[config.mk]
export PLATFORM = sky130hd
export DESIGN_NAME = network_irq_mask_router
export DESIGN_NICKNAME = d
export VERILOG_FILES = /design/src/net_irq_pkg.sv /design/src/irq_combiner.sv /design/src/irq_router.sv /design/src/network_irq_mask_router.sv
export VERILOG_INCLUDE_DIRS = /design/src /design/src/src
export SDC_FILE = /design/constraint.sdc
export NUM_CORES = 1
export LEC_CHECK = 0
export BUFFER_PORTS_ARGS = -buffer_cell sky130_fd_sc_hd__buf_2
export CAP_MARGIN = 20
export CORE_MARGIN = 5
export CORE_UTILIZATION = 40
export CTS_BUF_LIST = sky130_fd_sc_hd__clkbuf_2 sky130_fd_sc_hd__clkbuf_4 sky130_fd_sc_hd__clkbuf_8
export DETAILED_ROUTE_END_ITERATION = 7
export PLACE_DENSITY = 0.64
export SLEW_MARGIN = 30
export SYNTH_ARGS = -nofsm -noshare
export SYNTH_HDL_FRONTEND = slang
export SYNTH_SLANG_ARGS = --single-unit
[constraint.sdc]
create_clock -name i_clk -period 3.64 [get_ports i_clk]
set_input_delay 0.728 -clock i_clk [delete_from_list [all_inputs] [get_ports i_clk]]
set_output_delay 0.728 -clock i_clk [all_outputs]
set_load 0.03 [all_outputs]
[src/net_irq_consts.svh]
`ifndef NET_IRQ_CONSTS_SVH
`define NET_IRQ_CONSTS_SVH

// Register offsets on the internal register port
`define OFS_STATUS_MASK      4'h0
`define OFS_DIAG_COMMAND     4'h1
`define OFS_PTR_HIGH         4'h2
`define OFS_PTR_LOW          4'h3
`define OFS_DATA             4'h4
`define OFS_RESERVED_A       4'h5
`define OFS_CONFIG           4'h6
`define OFS_SETUP            4'h7
`define OFS_RESERVED_B       4'h8
`define OFS_ROUTING          4'h9

// Flag positions, shared by the mask and the status or diagnostic register
`define BIT_RECV_INHIBITED   7
`define BIT_EXCESS_NAK       3
`define BIT_RECONFIG         2
`define BIT_SUCC_CHANGED     1
`define BIT_TX_AVAILABLE     0

// Mask of the bits that may interrupt
`define MASK_IRQ_CAPABLE     8'h8F

// Routing register fields
`define BIT_LINE_A_EN        0
`define BIT_LINE_B_EN        1
`define BIT_PORT_ROUTE_EN    2
`define PIN_SEL_LSB          3
`define PIN_SEL_MSB          5
`define BIT_DOUBLE_RATE      6
`define ROUTING_WRITE_MASK   8'h7F

// Configuration register: sub-address field
`define CFG_SUBADDR_LSB      0
`define CFG_SUBADDR_MSB      1

// Sub-address codes for offset 7
`define SUB_PROBE_OR_SETUP   2'h0
`define SUB_OWN_ID           2'h1
`define SUB_SETUP            2'h2
`define SUB_SUCCESSOR        2'h3

// Reset values
`define RST_MASK             8'h00
`define RST_ROUTING          8'h00
`define RST_CONFIG           8'h18
`define RST_SETUP            8'h00
`define RST_ID               8'h00

// Command codes
`define CMD_CLEAR_FLAGS      8'h1E
`define CMD_POR_CLEAR_FLAGS  8'h1F

// Buffer memory size
`define BUF_ADDR_W           10

// Network core clock rates in MHz
`define CORE_CLK_BASE_MHZ    20
`define CORE_CLK_FAST_MHZ    40

`endif

[src/net_irq_pkg.sv]
package net_irq_pkg;
    typedef enum logic [2:0] {
        ROUTE_LINE_A = 3'b001,
        ROUTE_LINE_B = 3'b010,
        ROUTE_PORT   = 3'b100
    } route_sel_t;

    typedef logic [7:0] reg_byte_t;
endpackage

[src/irq_combiner.sv]
`timescale 1ns/1ns
`include "net_irq_consts.svh"

// Masked flag combine: only the five capable positions take part
module irq_combiner (
    input  wire logic [7:0] i_status_view,  // Flags in their status or diagnostic positions
    input  wire logic [7:0] i_mask,         // Interrupt enable mask
    output logic            o_irq            // Combined interrupt, active high
);
    wire [7:0] capable_flags = i_status_view & `MASK_IRQ_CAPABLE;
    wire [7:0] enabled_flags = capable_flags & i_mask;

    assign o_irq = |enabled_flags;
endmodule

[src/irq_router.sv]
`timescale 1ns/1ns
`include "net_irq_consts.svh"

module irq_router (
    input  wire logic       i_irq,      // Combined interrupt
    input  wire logic [7:0] i_routing,  // Routing register
    output logic            o_line_a_n, // Line A drive low request
    output logic            o_line_b_n, // Line B drive low request
    output logic [7:0]      o_port_pin  // One-hot port pin interrupt
);
    wire en_a    = i_routing[`BIT_LINE_A_EN];
    wire en_b    = i_routing[`BIT_LINE_B_EN];
    wire en_port = i_routing[`BIT_PORT_ROUTE_EN];
    wire [2:0] pin_sel = i_routing[`PIN_SEL_MSB:`PIN_SEL_LSB];

    net_irq_pkg::route_sel_t route;

    // Fixed priority: line A, then line B, then the port pin
    assign route = en_a ? net_irq_pkg::ROUTE_LINE_A :
                   en_b ? net_irq_pkg::ROUTE_LINE_B :
                   net_irq_pkg::ROUTE_PORT;

    wire drive_a    = i_irq && en_a;
    wire drive_b    = i_irq && route == net_irq_pkg::ROUTE_LINE_B;
    wire drive_port = i_irq && en_port && route == net_irq_pkg::ROUTE_PORT;

    // Inactive level is high so the line stays shareable
    assign o_line_a_n = ~drive_a;
    assign o_line_b_n = ~drive_b;
    assign o_port_pin = drive_port ? (8'h01 << pin_sel) : 8'h00;
endmodule

[src/network_irq_mask_router.sv]
`timescale 1ns/1ns
`include "net_irq_consts.svh"

module network_irq_mask_router (
    input  wire logic       i_clk,             // System clock, 100 MHz
    input  wire logic       i_rstn,            // Hardware reset, active low
    input  wire logic [3:0] i_reg_addr,        // Register offset
    input  wire logic       i_reg_wr,          // Register write strobe
    input  wire logic       i_reg_rd,          // Register read strobe
    input  wire logic [7:0] i_reg_wdata,       // Register write data
    output logic      [7:0] o_reg_rdata,       // Register read data
    input  wire logic       i_soft_reset,      // Core software reset pulse
    input  wire logic       i_recv_inhibited,  // Receiver inhibited level
    input  wire logic       i_tx_available,    // Transmitter available level
    input  wire logic       i_reconfig_set,    // Reconfiguration event pulse
    input  wire logic       i_excess_nak_set,  // Excess NAK event pulse
    input  wire logic       i_succ_update,     // Sequencer successor update pulse
    input  wire logic [7:0] i_succ_value,      // New successor identifier
    input  wire logic [7:0] i_status_other,    // Other status bits 6..3,1
    input  wire logic [7:0] i_diag_other,      // Other diagnostic bits
    input  wire logic [7:0] i_buf_rdata,       // Buffer memory read data
    output logic      [9:0] o_buf_addr,        // Buffer memory address
    output logic      [7:0] o_buf_wdata,       // Buffer memory write data
    output logic            o_buf_wr,          // Buffer memory write pulse
    output logic            o_buf_rd,          // Buffer memory read pulse
    output logic      [7:0] o_command,         // Command byte
    output logic            o_command_wr,      // Command write pulse
    output logic            o_double_rate,     // Core clock 40 MHz select
    output logic      [7:0] o_core_config,     // Configuration register
    output logic      [7:0] o_core_setup,      // Setup register
    output logic      [7:0] o_own_node_id,     // Own node identifier
    output logic      [7:0] o_probe_node_id,   // Probe node identifier
    output logic            o_irq,             // Combined interrupt, active high
    output logic            o_line_a_n,        // Processor line A, active low
    output logic            o_line_b_n,        // Processor line B, active low
    output logic      [7:0] o_port_pin         // Port pin interrupt outputs
);
    net_irq_pkg::reg_byte_t interrupt_enable_mask;
    net_irq_pkg::reg_byte_t interrupt_routing;
    net_irq_pkg::reg_byte_t core_configuration;
    net_irq_pkg::reg_byte_t network_setup;
    net_irq_pkg::reg_byte_t probe_node_id;
    net_irq_pkg::reg_byte_t own_node_id;
    net_irq_pkg::reg_byte_t successor_id;
    logic                   reconfiguration_flag;
    logic                   excess_nak_flag;
    logic                   successor_changed_flag;
    logic [1:0]             buffer_pointer_high;
    logic [7:0]             buffer_pointer_low;
    logic [9:0]             buffer_address;
    logic [7:0]             buffer_data_window;
    logic [7:0]             read_mux;
    logic [7:0]             status_view;

    function automatic logic hit(input logic [3:0] a, input logic [3:0] ofs);
        hit = (a == ofs);
    endfunction

    wire [1:0] subaddr = core_configuration[`CFG_SUBADDR_MSB:`CFG_SUBADDR_LSB];

    wire wr_mask    = i_reg_wr && hit(i_reg_addr, `OFS_STATUS_MASK);
    wire wr_command = i_reg_wr && hit(i_reg_addr, `OFS_DIAG_COMMAND);
    wire wr_ptr_hi  = i_reg_wr && hit(i_reg_addr, `OFS_PTR_HIGH);
    wire wr_ptr_lo  = i_reg_wr && hit(i_reg_addr, `OFS_PTR_LOW);
    wire wr_data    = i_reg_wr && hit(i_reg_addr, `OFS_DATA);
    wire wr_config  = i_reg_wr && hit(i_reg_addr, `OFS_CONFIG);
    wire wr_shared  = i_reg_wr && hit(i_reg_addr, `OFS_SETUP);
    wire wr_routing = i_reg_wr && hit(i_reg_addr, `OFS_ROUTING);
    wire rd_data    = i_reg_rd && hit(i_reg_addr, `OFS_DATA);

    // Offset 7 is shared among setup and the identifier registers
    wire wr_setup   = wr_shared && (subaddr == `SUB_SETUP);
    wire wr_own     = wr_shared && (subaddr == `SUB_OWN_ID);
    wire wr_prb     = wr_shared && (subaddr == `SUB_PROBE_OR_SETUP);
    wire rd_succ    = i_reg_rd && hit(i_reg_addr, `OFS_SETUP)
                      && (subaddr == `SUB_SUCCESSOR);

    wire cmd_clear     = wr_command && (i_reg_wdata == `CMD_CLEAR_FLAGS);
    wire cmd_por_clear = wr_command && (i_reg_wdata == `CMD_POR_CLEAR_FLAGS);

    // Mask: hardware reset only; soft reset deliberately not applied
    always_ff @(posedge i_clk or negedge i_rstn) begin
        if (!i_rstn) begin
            interrupt_enable_mask <= `RST_MASK;
        end else if (wr_mask) begin
            interrupt_enable_mask <= i_reg_wdata & `MASK_IRQ_CAPABLE;
        end
    end

    always_ff @(posedge i_clk or negedge i_rstn) begin
        if (!i_rstn) begin
            interrupt_routing <= `RST_ROUTING;
        end else if (wr_routing) begin
            interrupt_routing <= i_reg_wdata & `ROUTING_WRITE_MASK;
        end
    end

    always_ff @(posedge i_clk or negedge i_rstn) begin
        if (!i_rstn) begin
            core_configuration <= `RST_CONFIG;
            network_setup      <= `RST_SETUP;
            probe_node_id      <= `RST_ID;
            own_node_id        <= `RST_ID;
        end else begin
            if (wr_config) begin
                core_configuration <= i_reg_wdata;
            end
            if (wr_setup) begin
                network_setup <= i_reg_wdata;
            end
            if (wr_prb) begin
                probe_node_id <= i_reg_wdata;
            end
            if (wr_own) begin
                own_node_id <= i_reg_wdata;
            end
        end
    end

    // Successor register follows the sequencer; cleared by either reset
    always_ff @(posedge i_clk or negedge i_rstn) begin
        if (!i_rstn) begin
            successor_id <= `RST_ID;
        end else if (i_soft_reset) begin
            successor_id <= `RST_ID;
        end else if (i_succ_update) begin
            successor_id <= i_succ_value;
        end
    end

    // Event flags: a set in the same cycle as its clear wins
    always_ff @(posedge i_clk or negedge i_rstn) begin
        if (!i_rstn) begin
            reconfiguration_flag   <= 1'b0;
            excess_nak_flag        <= 1'b0;
            successor_changed_flag <= 1'b0;
        end else begin
            if (i_reconfig_set) begin
                reconfiguration_flag <= 1'b1;
            end else if (cmd_clear || cmd_por_clear || i_soft_reset) begin
                reconfiguration_flag <= 1'b0;
            end
            if (i_excess_nak_set) begin
                excess_nak_flag <= 1'b1;
            end else if (cmd_por_clear) begin
                excess_nak_flag <= 1'b0;
            end
            if (i_succ_update) begin
                successor_changed_flag <= 1'b1;
            end else if (rd_succ) begin
                successor_changed_flag <= 1'b0;
            end
        end
    end

    // Pointer: high part is staged, low write commits the whole address
    always_ff @(posedge i_clk or negedge i_rstn) begin
        if (!i_rstn) begin
            buffer_pointer_high <= 2'h0;
            buffer_pointer_low  <= 8'h00;
            buffer_address      <= 10'h000;
        end else begin
            if (wr_ptr_hi) begin
                buffer_pointer_high <= i_reg_wdata[1:0];
            end
            if (wr_ptr_lo) begin
                buffer_pointer_low <= i_reg_wdata;
                buffer_address     <= {buffer_pointer_high, i_reg_wdata};
            end
        end
    end

    // Data window: one byte at the current address per access
    always_ff @(posedge i_clk or negedge i_rstn) begin
        if (!i_rstn) begin
            buffer_data_window <= 8'h00;
            o_buf_wr           <= 1'b0;
            o_buf_rd           <= 1'b0;
        end else begin
            o_buf_wr <= wr_data;
            o_buf_rd <= rd_data;
            if (wr_data) begin
                buffer_data_window <= i_reg_wdata;
            end
        end
    end

    always_ff @(posedge i_clk or negedge i_rstn) begin
        if (!i_rstn) begin
            o_command    <= 8'h00;
            o_command_wr <= 1'b0;
            o_reg_rdata  <= 8'h00;
        end else begin
            o_command_wr <= wr_command;
            if (wr_command) begin
                o_command <= i_reg_wdata;
            end
            if (i_reg_rd) begin
                o_reg_rdata <= read_mux;
            end
        end
    end

    // Status view: only the five capable bits come from live flags
    assign status_view = {i_recv_inhibited,
                          i_status_other[6:4],
                          excess_nak_flag,
                          reconfiguration_flag,
                          successor_changed_flag,
                          i_tx_available};

    wire [7:0] status_byte = {i_recv_inhibited, i_status_other[6:3],
                              reconfiguration_flag, i_status_other[1], i_tx_available};
    wire [7:0] diag_byte   = {i_diag_other[7:4], excess_nak_flag,
                              i_diag_other[2], successor_changed_flag, i_diag_other[0]};
    wire [7:0] shared_byte = (subaddr == `SUB_SUCCESSOR) ? successor_id :
                             (subaddr == `SUB_OWN_ID)    ? own_node_id  :
                             (subaddr == `SUB_SETUP)     ? network_setup :
                             probe_node_id;

    always_comb begin
        case (i_reg_addr)
            `OFS_STATUS_MASK:  read_mux = status_byte;
            `OFS_DIAG_COMMAND: read_mux = diag_byte;
            `OFS_PTR_HIGH:     read_mux = {6'h00, buffer_pointer_high};
            `OFS_PTR_LOW:      read_mux = buffer_pointer_low;
            `OFS_DATA:         read_mux = i_buf_rdata;
            `OFS_CONFIG:       read_mux = core_configuration;
            `OFS_SETUP:        read_mux = shared_byte;
            `OFS_ROUTING:      read_mux = interrupt_routing;
            default:           read_mux = 8'h00;
        endcase
    end

    assign o_buf_addr      = buffer_address;
    assign o_buf_wdata     = buffer_data_window;
    assign o_double_rate   = interrupt_routing[`BIT_DOUBLE_RATE];
    assign o_core_config   = core_configuration;
    assign o_core_setup    = network_setup;
    assign o_own_node_id   = own_node_id;
    assign o_probe_node_id = probe_node_id;

    irq_combiner u_combiner (
        .i_status_view (status_view),
        .i_mask        (interrupt_enable_mask),
        .o_irq         (o_irq)
    );

    irq_router u_router (
        .i_irq      (o_irq),
        .i_routing  (interrupt_routing),
        .o_line_a_n (o_line_a_n),
        .o_line_b_n (o_line_b_n),
        .o_port_pin (o_port_pin)
    );
endmodule
==> impl_summary.txt <==
----------------------------------------------------
[Run status]
  Outcome ... completed

[GRT]
  Pin count of the biggest net entering global routing ... 71
  Residual overflow from global routing ... 0
  First-pass GRT wire length ... 20840 um
  Initial antenna violation count ... 2
  Number of global-route vias before repair ... 3661
  Total Routing Usage GR ... 20.50%

[Logic synthesis]
  Synth Area in Simple Gates ... 12.98%
  Largest family of logic cells by synthesized area ... multiplexers
  Distinct cells, synth ... 54
  Area share of fa/ha/maj cells after synthesis ... 0%
  Cell count after synthesis ... 355
  Number of enable-type register cells in the synthesized netlist ... 0
  Xor-xnor portion of the synthesized cell area ... 0%
  Top area cells in the synthesized netlist ... dfrtp_1 51%, mux2_2 17%, mux4_2 4.5%, nand2_1 3.1%, mux2i_1 2.4%
  Post-synthesis mux area share ... between 20% and 30%
  Main synth FF type ... dfrtp_1
  Average footprint of a synthesized cell ... ~13 um^2
  Compound-Gate Fraction of Synth Area ... between 7 and 8%
  Mapped Area ... around 4500 um^2
  Count of state elements after synthesis ... 94
  Sequential share of the synthesized area ... 51.76%
  Synth area leader ... dfrtp_1
  Net count after synthesis ... 409
  Top cell type's share of synthesized area ... 50.61%
  Asr flop ratio synth ... 100.0%
  Number of warnings issued by yosys ... 0

[STA]
  Worst slew pin tran ... 0.8851 ns
  Setup TNS ... 0 ns
  Final worst path period share ... 70.37%
  Final min period ... 2.562 ns
  Setup Viol. Count Final ... 0
  Peak Freq ... 390.4 MHz
  RSZ-0062 raised after global routing ... false
  Final count of hold timing violations ... 0
  Layout Skew ... 0.01304 ns
  Worst rel slew slack ... 41.00%
  Final Slew Violations ... 0

[Setup path]
  Worst r2r path cells ... 3
  Reg-to-reg endpoint ... o_reg_rdata[1]
  Critical path buffers and inverters ... 1
  Cell depth of the worst setup path ... 5
  Slowest cell on the critical path ... dfrtp_1
  CP top delay family ... simple AND/OR/NAND/NOR gates
  Crit Path Category ... flip-flop to output port
  Ordered list of cells on the worst path ... a222oi_1 > nand2_1 > nand4bb_1 > nor2_1 > buf_2
  Register-to-Register Setup Slack ... 1.42 ns
  Crit path capture type ... output port
  Largest stage delay on the critical path ... about 0.42 ns
  R2R Path Start ... o_core_config[1]
  Arrival time of the worst setup path ... 1.83 ns
  Worst Path Required ... 2.91 ns
  Max FO, Critical Path ... 5
  Setup crit start kind ... flip-flop

[Detailed routing]
  Vias per Instance ... 5.456
  Routed Wire Length ... 13380 um
  Remaining routing DRC violations ... 0
  Residual antenna-violating net count after detailed routing ... 0
  Vias ... roughly 3400
  Starting DRT DRC Count ... around 150
  Wirelength per Cell ... 21.48 um
  First-pass iteration count of the detailed router ... 4

[Min path]
  Path class of the lowest-slack min-delay path ... input port to async pin

[Layout]
  Total number of nets in the final design ... about 530
  Layout area overhead ... 19.75%
  Post-layout instance count excluding filler cells ... 623
  Final core area utilization ... between 40% and 50%
  Final instance area ... 5448 um^2
  Fraction of final layout cells sized beyond drive strength 1 ... 49.90%

[Placement]
  Cell total after placement ... 606
  Placed Instance Area ... 5245 um^2
  Routability Congestion ... 0.8653
  HPWL reported at the end of detailed placement ... 9615 um
  Number of buffers added on ports ... ~130

[Power and ir drop]
  Power per standard cell area ... around 580 nW/um^2
  Clock share of power ... 22.5%
  Sequential power share ... 45.0%
  Standby leakage power ... 2.720 nW
  Logic gate share of total power ... roughly a third
  Power Internal ... around 1.9 mW
  Net switching power ... around 1.2 mW
  Max IR drop VDD ... 0.0002899 V
  Switching power as a share of total power ... 37.92%

[Clock network]
  Count of cells resized by post-cts repair ... 0
  Clock tree root buffer cell ... clkbuf_8
  Number of H-tree levels ... 3
  Clock insertion delay at the later pin of the skew report ... 0.37 ns
  Buffer depth of the longest clock path ... 2
  Clock tree from TritonCTS ... done
  CTS Buf Count ... 9
  Total number of clock tree sinks ... 94
  Total of hold buffers inserted after clock tree synthesis ... 0
  Clock transition at the register clock pins on the worst setup and hold paths after CTS ... 0.10 ns
  Number of buffers added for setup after CTS ... 0

[Floorplan]
  Die Span X ... about 120 um
  Die outline area ... roughly 14000 um^2
  Number of primary I/O pins ... 135
  Placeable core area ... 11270 um^2
  Die height ... 116.6 um
  Initial core utilization ... roughly 40%
  Placement row count ... 39

[Job]
  Max capacitance violation total ... 0

----------------------------------------------------
power by group through the flow:
stage / clock network [mW] / registers [mW] / logic [mW]
after global routing: 0.766 / 1.44 / 1.09
after detailed placement: 0 / 1.43 / 1.03
final: 0.705 / 1.41 / 1.02
after global placement: 0 / 1.42 / 1.02
after CTS: 0.725 / 1.41 / 1.03
after floorplan: 0 / 1.69 / 0.414
worst max-delay path by stage:
stage                            from       endpoint  slack (ns)
6_report       successor_changed_flag  o_port_pin[3]        1.08
5_1_grt        successor_changed_flag  o_port_pin[0]        0.90
4_1_cts        successor_changed_flag  o_port_pin[3]        1.05
3_5_place_dp           i_tx_available  o_port_pin[3]        1.13
3_3_place_gp           i_tx_available  o_port_pin[7]        1.18
2_1_floorplan        i_recv_inhibited  o_port_pin[4]        0.94
synth_stat cells (4+ instances only):
| master | number |
|---|---|
| nor3_1 | 4 |
| dfrtp_1 | 92 |
| nor2b_1 | 5 |
| clkbuf_1 | 6 |
| nor2_1 | 19 |
| a22oi_1 | 6 |
| o2bb2ai_1 | 4 |
| a21oi_1 | 4 |
| buf_4 | 7 |
| mux2i_1 | 11 |
| mux4_2 | 9 |
| and3_1 | 5 |
| a22o_1 | 4 |
| mux2_2 | 70 |
| buf_6 | 4 |
| buf_2 | 6 |
| nand2_1 | 38 |
| o221ai_1 | 4 |
layout by cell type (no fill, tap or decap), types with 5 or more instances in the layout:
cell type and instances:
and3_1 5, mux4_2 9, dfrtp_1 92, buf_2 128, a22oi_1 6, mux2i_1 11, nand2_1 38, mux2_2 70
nor2b_1 5, nor2_1 19, clkbuf_8 9
logic make-up (layout without fill, tap and decap cells):
family                 after synthesis  count (layout)
buffers and inverters               28             152
AND/OR/NAND/NOR                    103             103
flip-flops                          94              94
multiplexers                        91              91
AO/OA/AOI/OAI                       39              39
other                                0               1
sequential cells by signal, indices dropped and copies added, names as in the netlist, 2 cells and up:
signal,cells
o_buf_wdata,8
o_command,8
o_core_config,8
o_core_setup,8
o_own_node_id,8
o_probe_node_id,8
o_reg_rdata,8
successor_id,8
buffer_pointer_low,7
interrupt_routing,7
interrupt_enable_mask,5
o_buf_addr,3
buffer_pointer_high,2
per-stage QoR:
stage | worst slack, ns | power (mW) | hold WS [ns]
6_report | 1.078 | 3.140 | 0.3509
5_1_grt | 0.8989 | 3.301 | 0.4051
4_1_cts | 1.049 | 3.173 | 0.4852
3_5_place_dp | 1.129 | 2.467 | 0.4619
3_3_place_gp | 1.178 | 2.442 | 0.4546
2_1_floorplan | 0.9403 | 2.108 | 0.4324
worst reg2reg max path, stage by stage, from the launching register on:
cell,delay [ns]
dfrtp_1,0.93
mux4_2,0.64
a221oi_1,0.38
o221ai_1,0.15
layout make-up:
class	count	area, um^2
flip-flops and latches	94	2355
fillers	1035	5824
multi-input cells	233	2026
repair buffers	132	674.4
inverters	4	15.01
clock buffers	9	123.9
well taps	143	178.9
diodes	1	2.502
clock inverters	7	72.57
metal layers:
layer	global-route usage, %	up-vias	part of all wire [%]
li1	-	1540	-
met5	0	-	0.052
met4	10.24	2	3.6
met2	31.85	138	47
met3	5.233	34	7.9
met1	26.68	1685	42
Note: power is estimated with default switching activity, not from simulation.
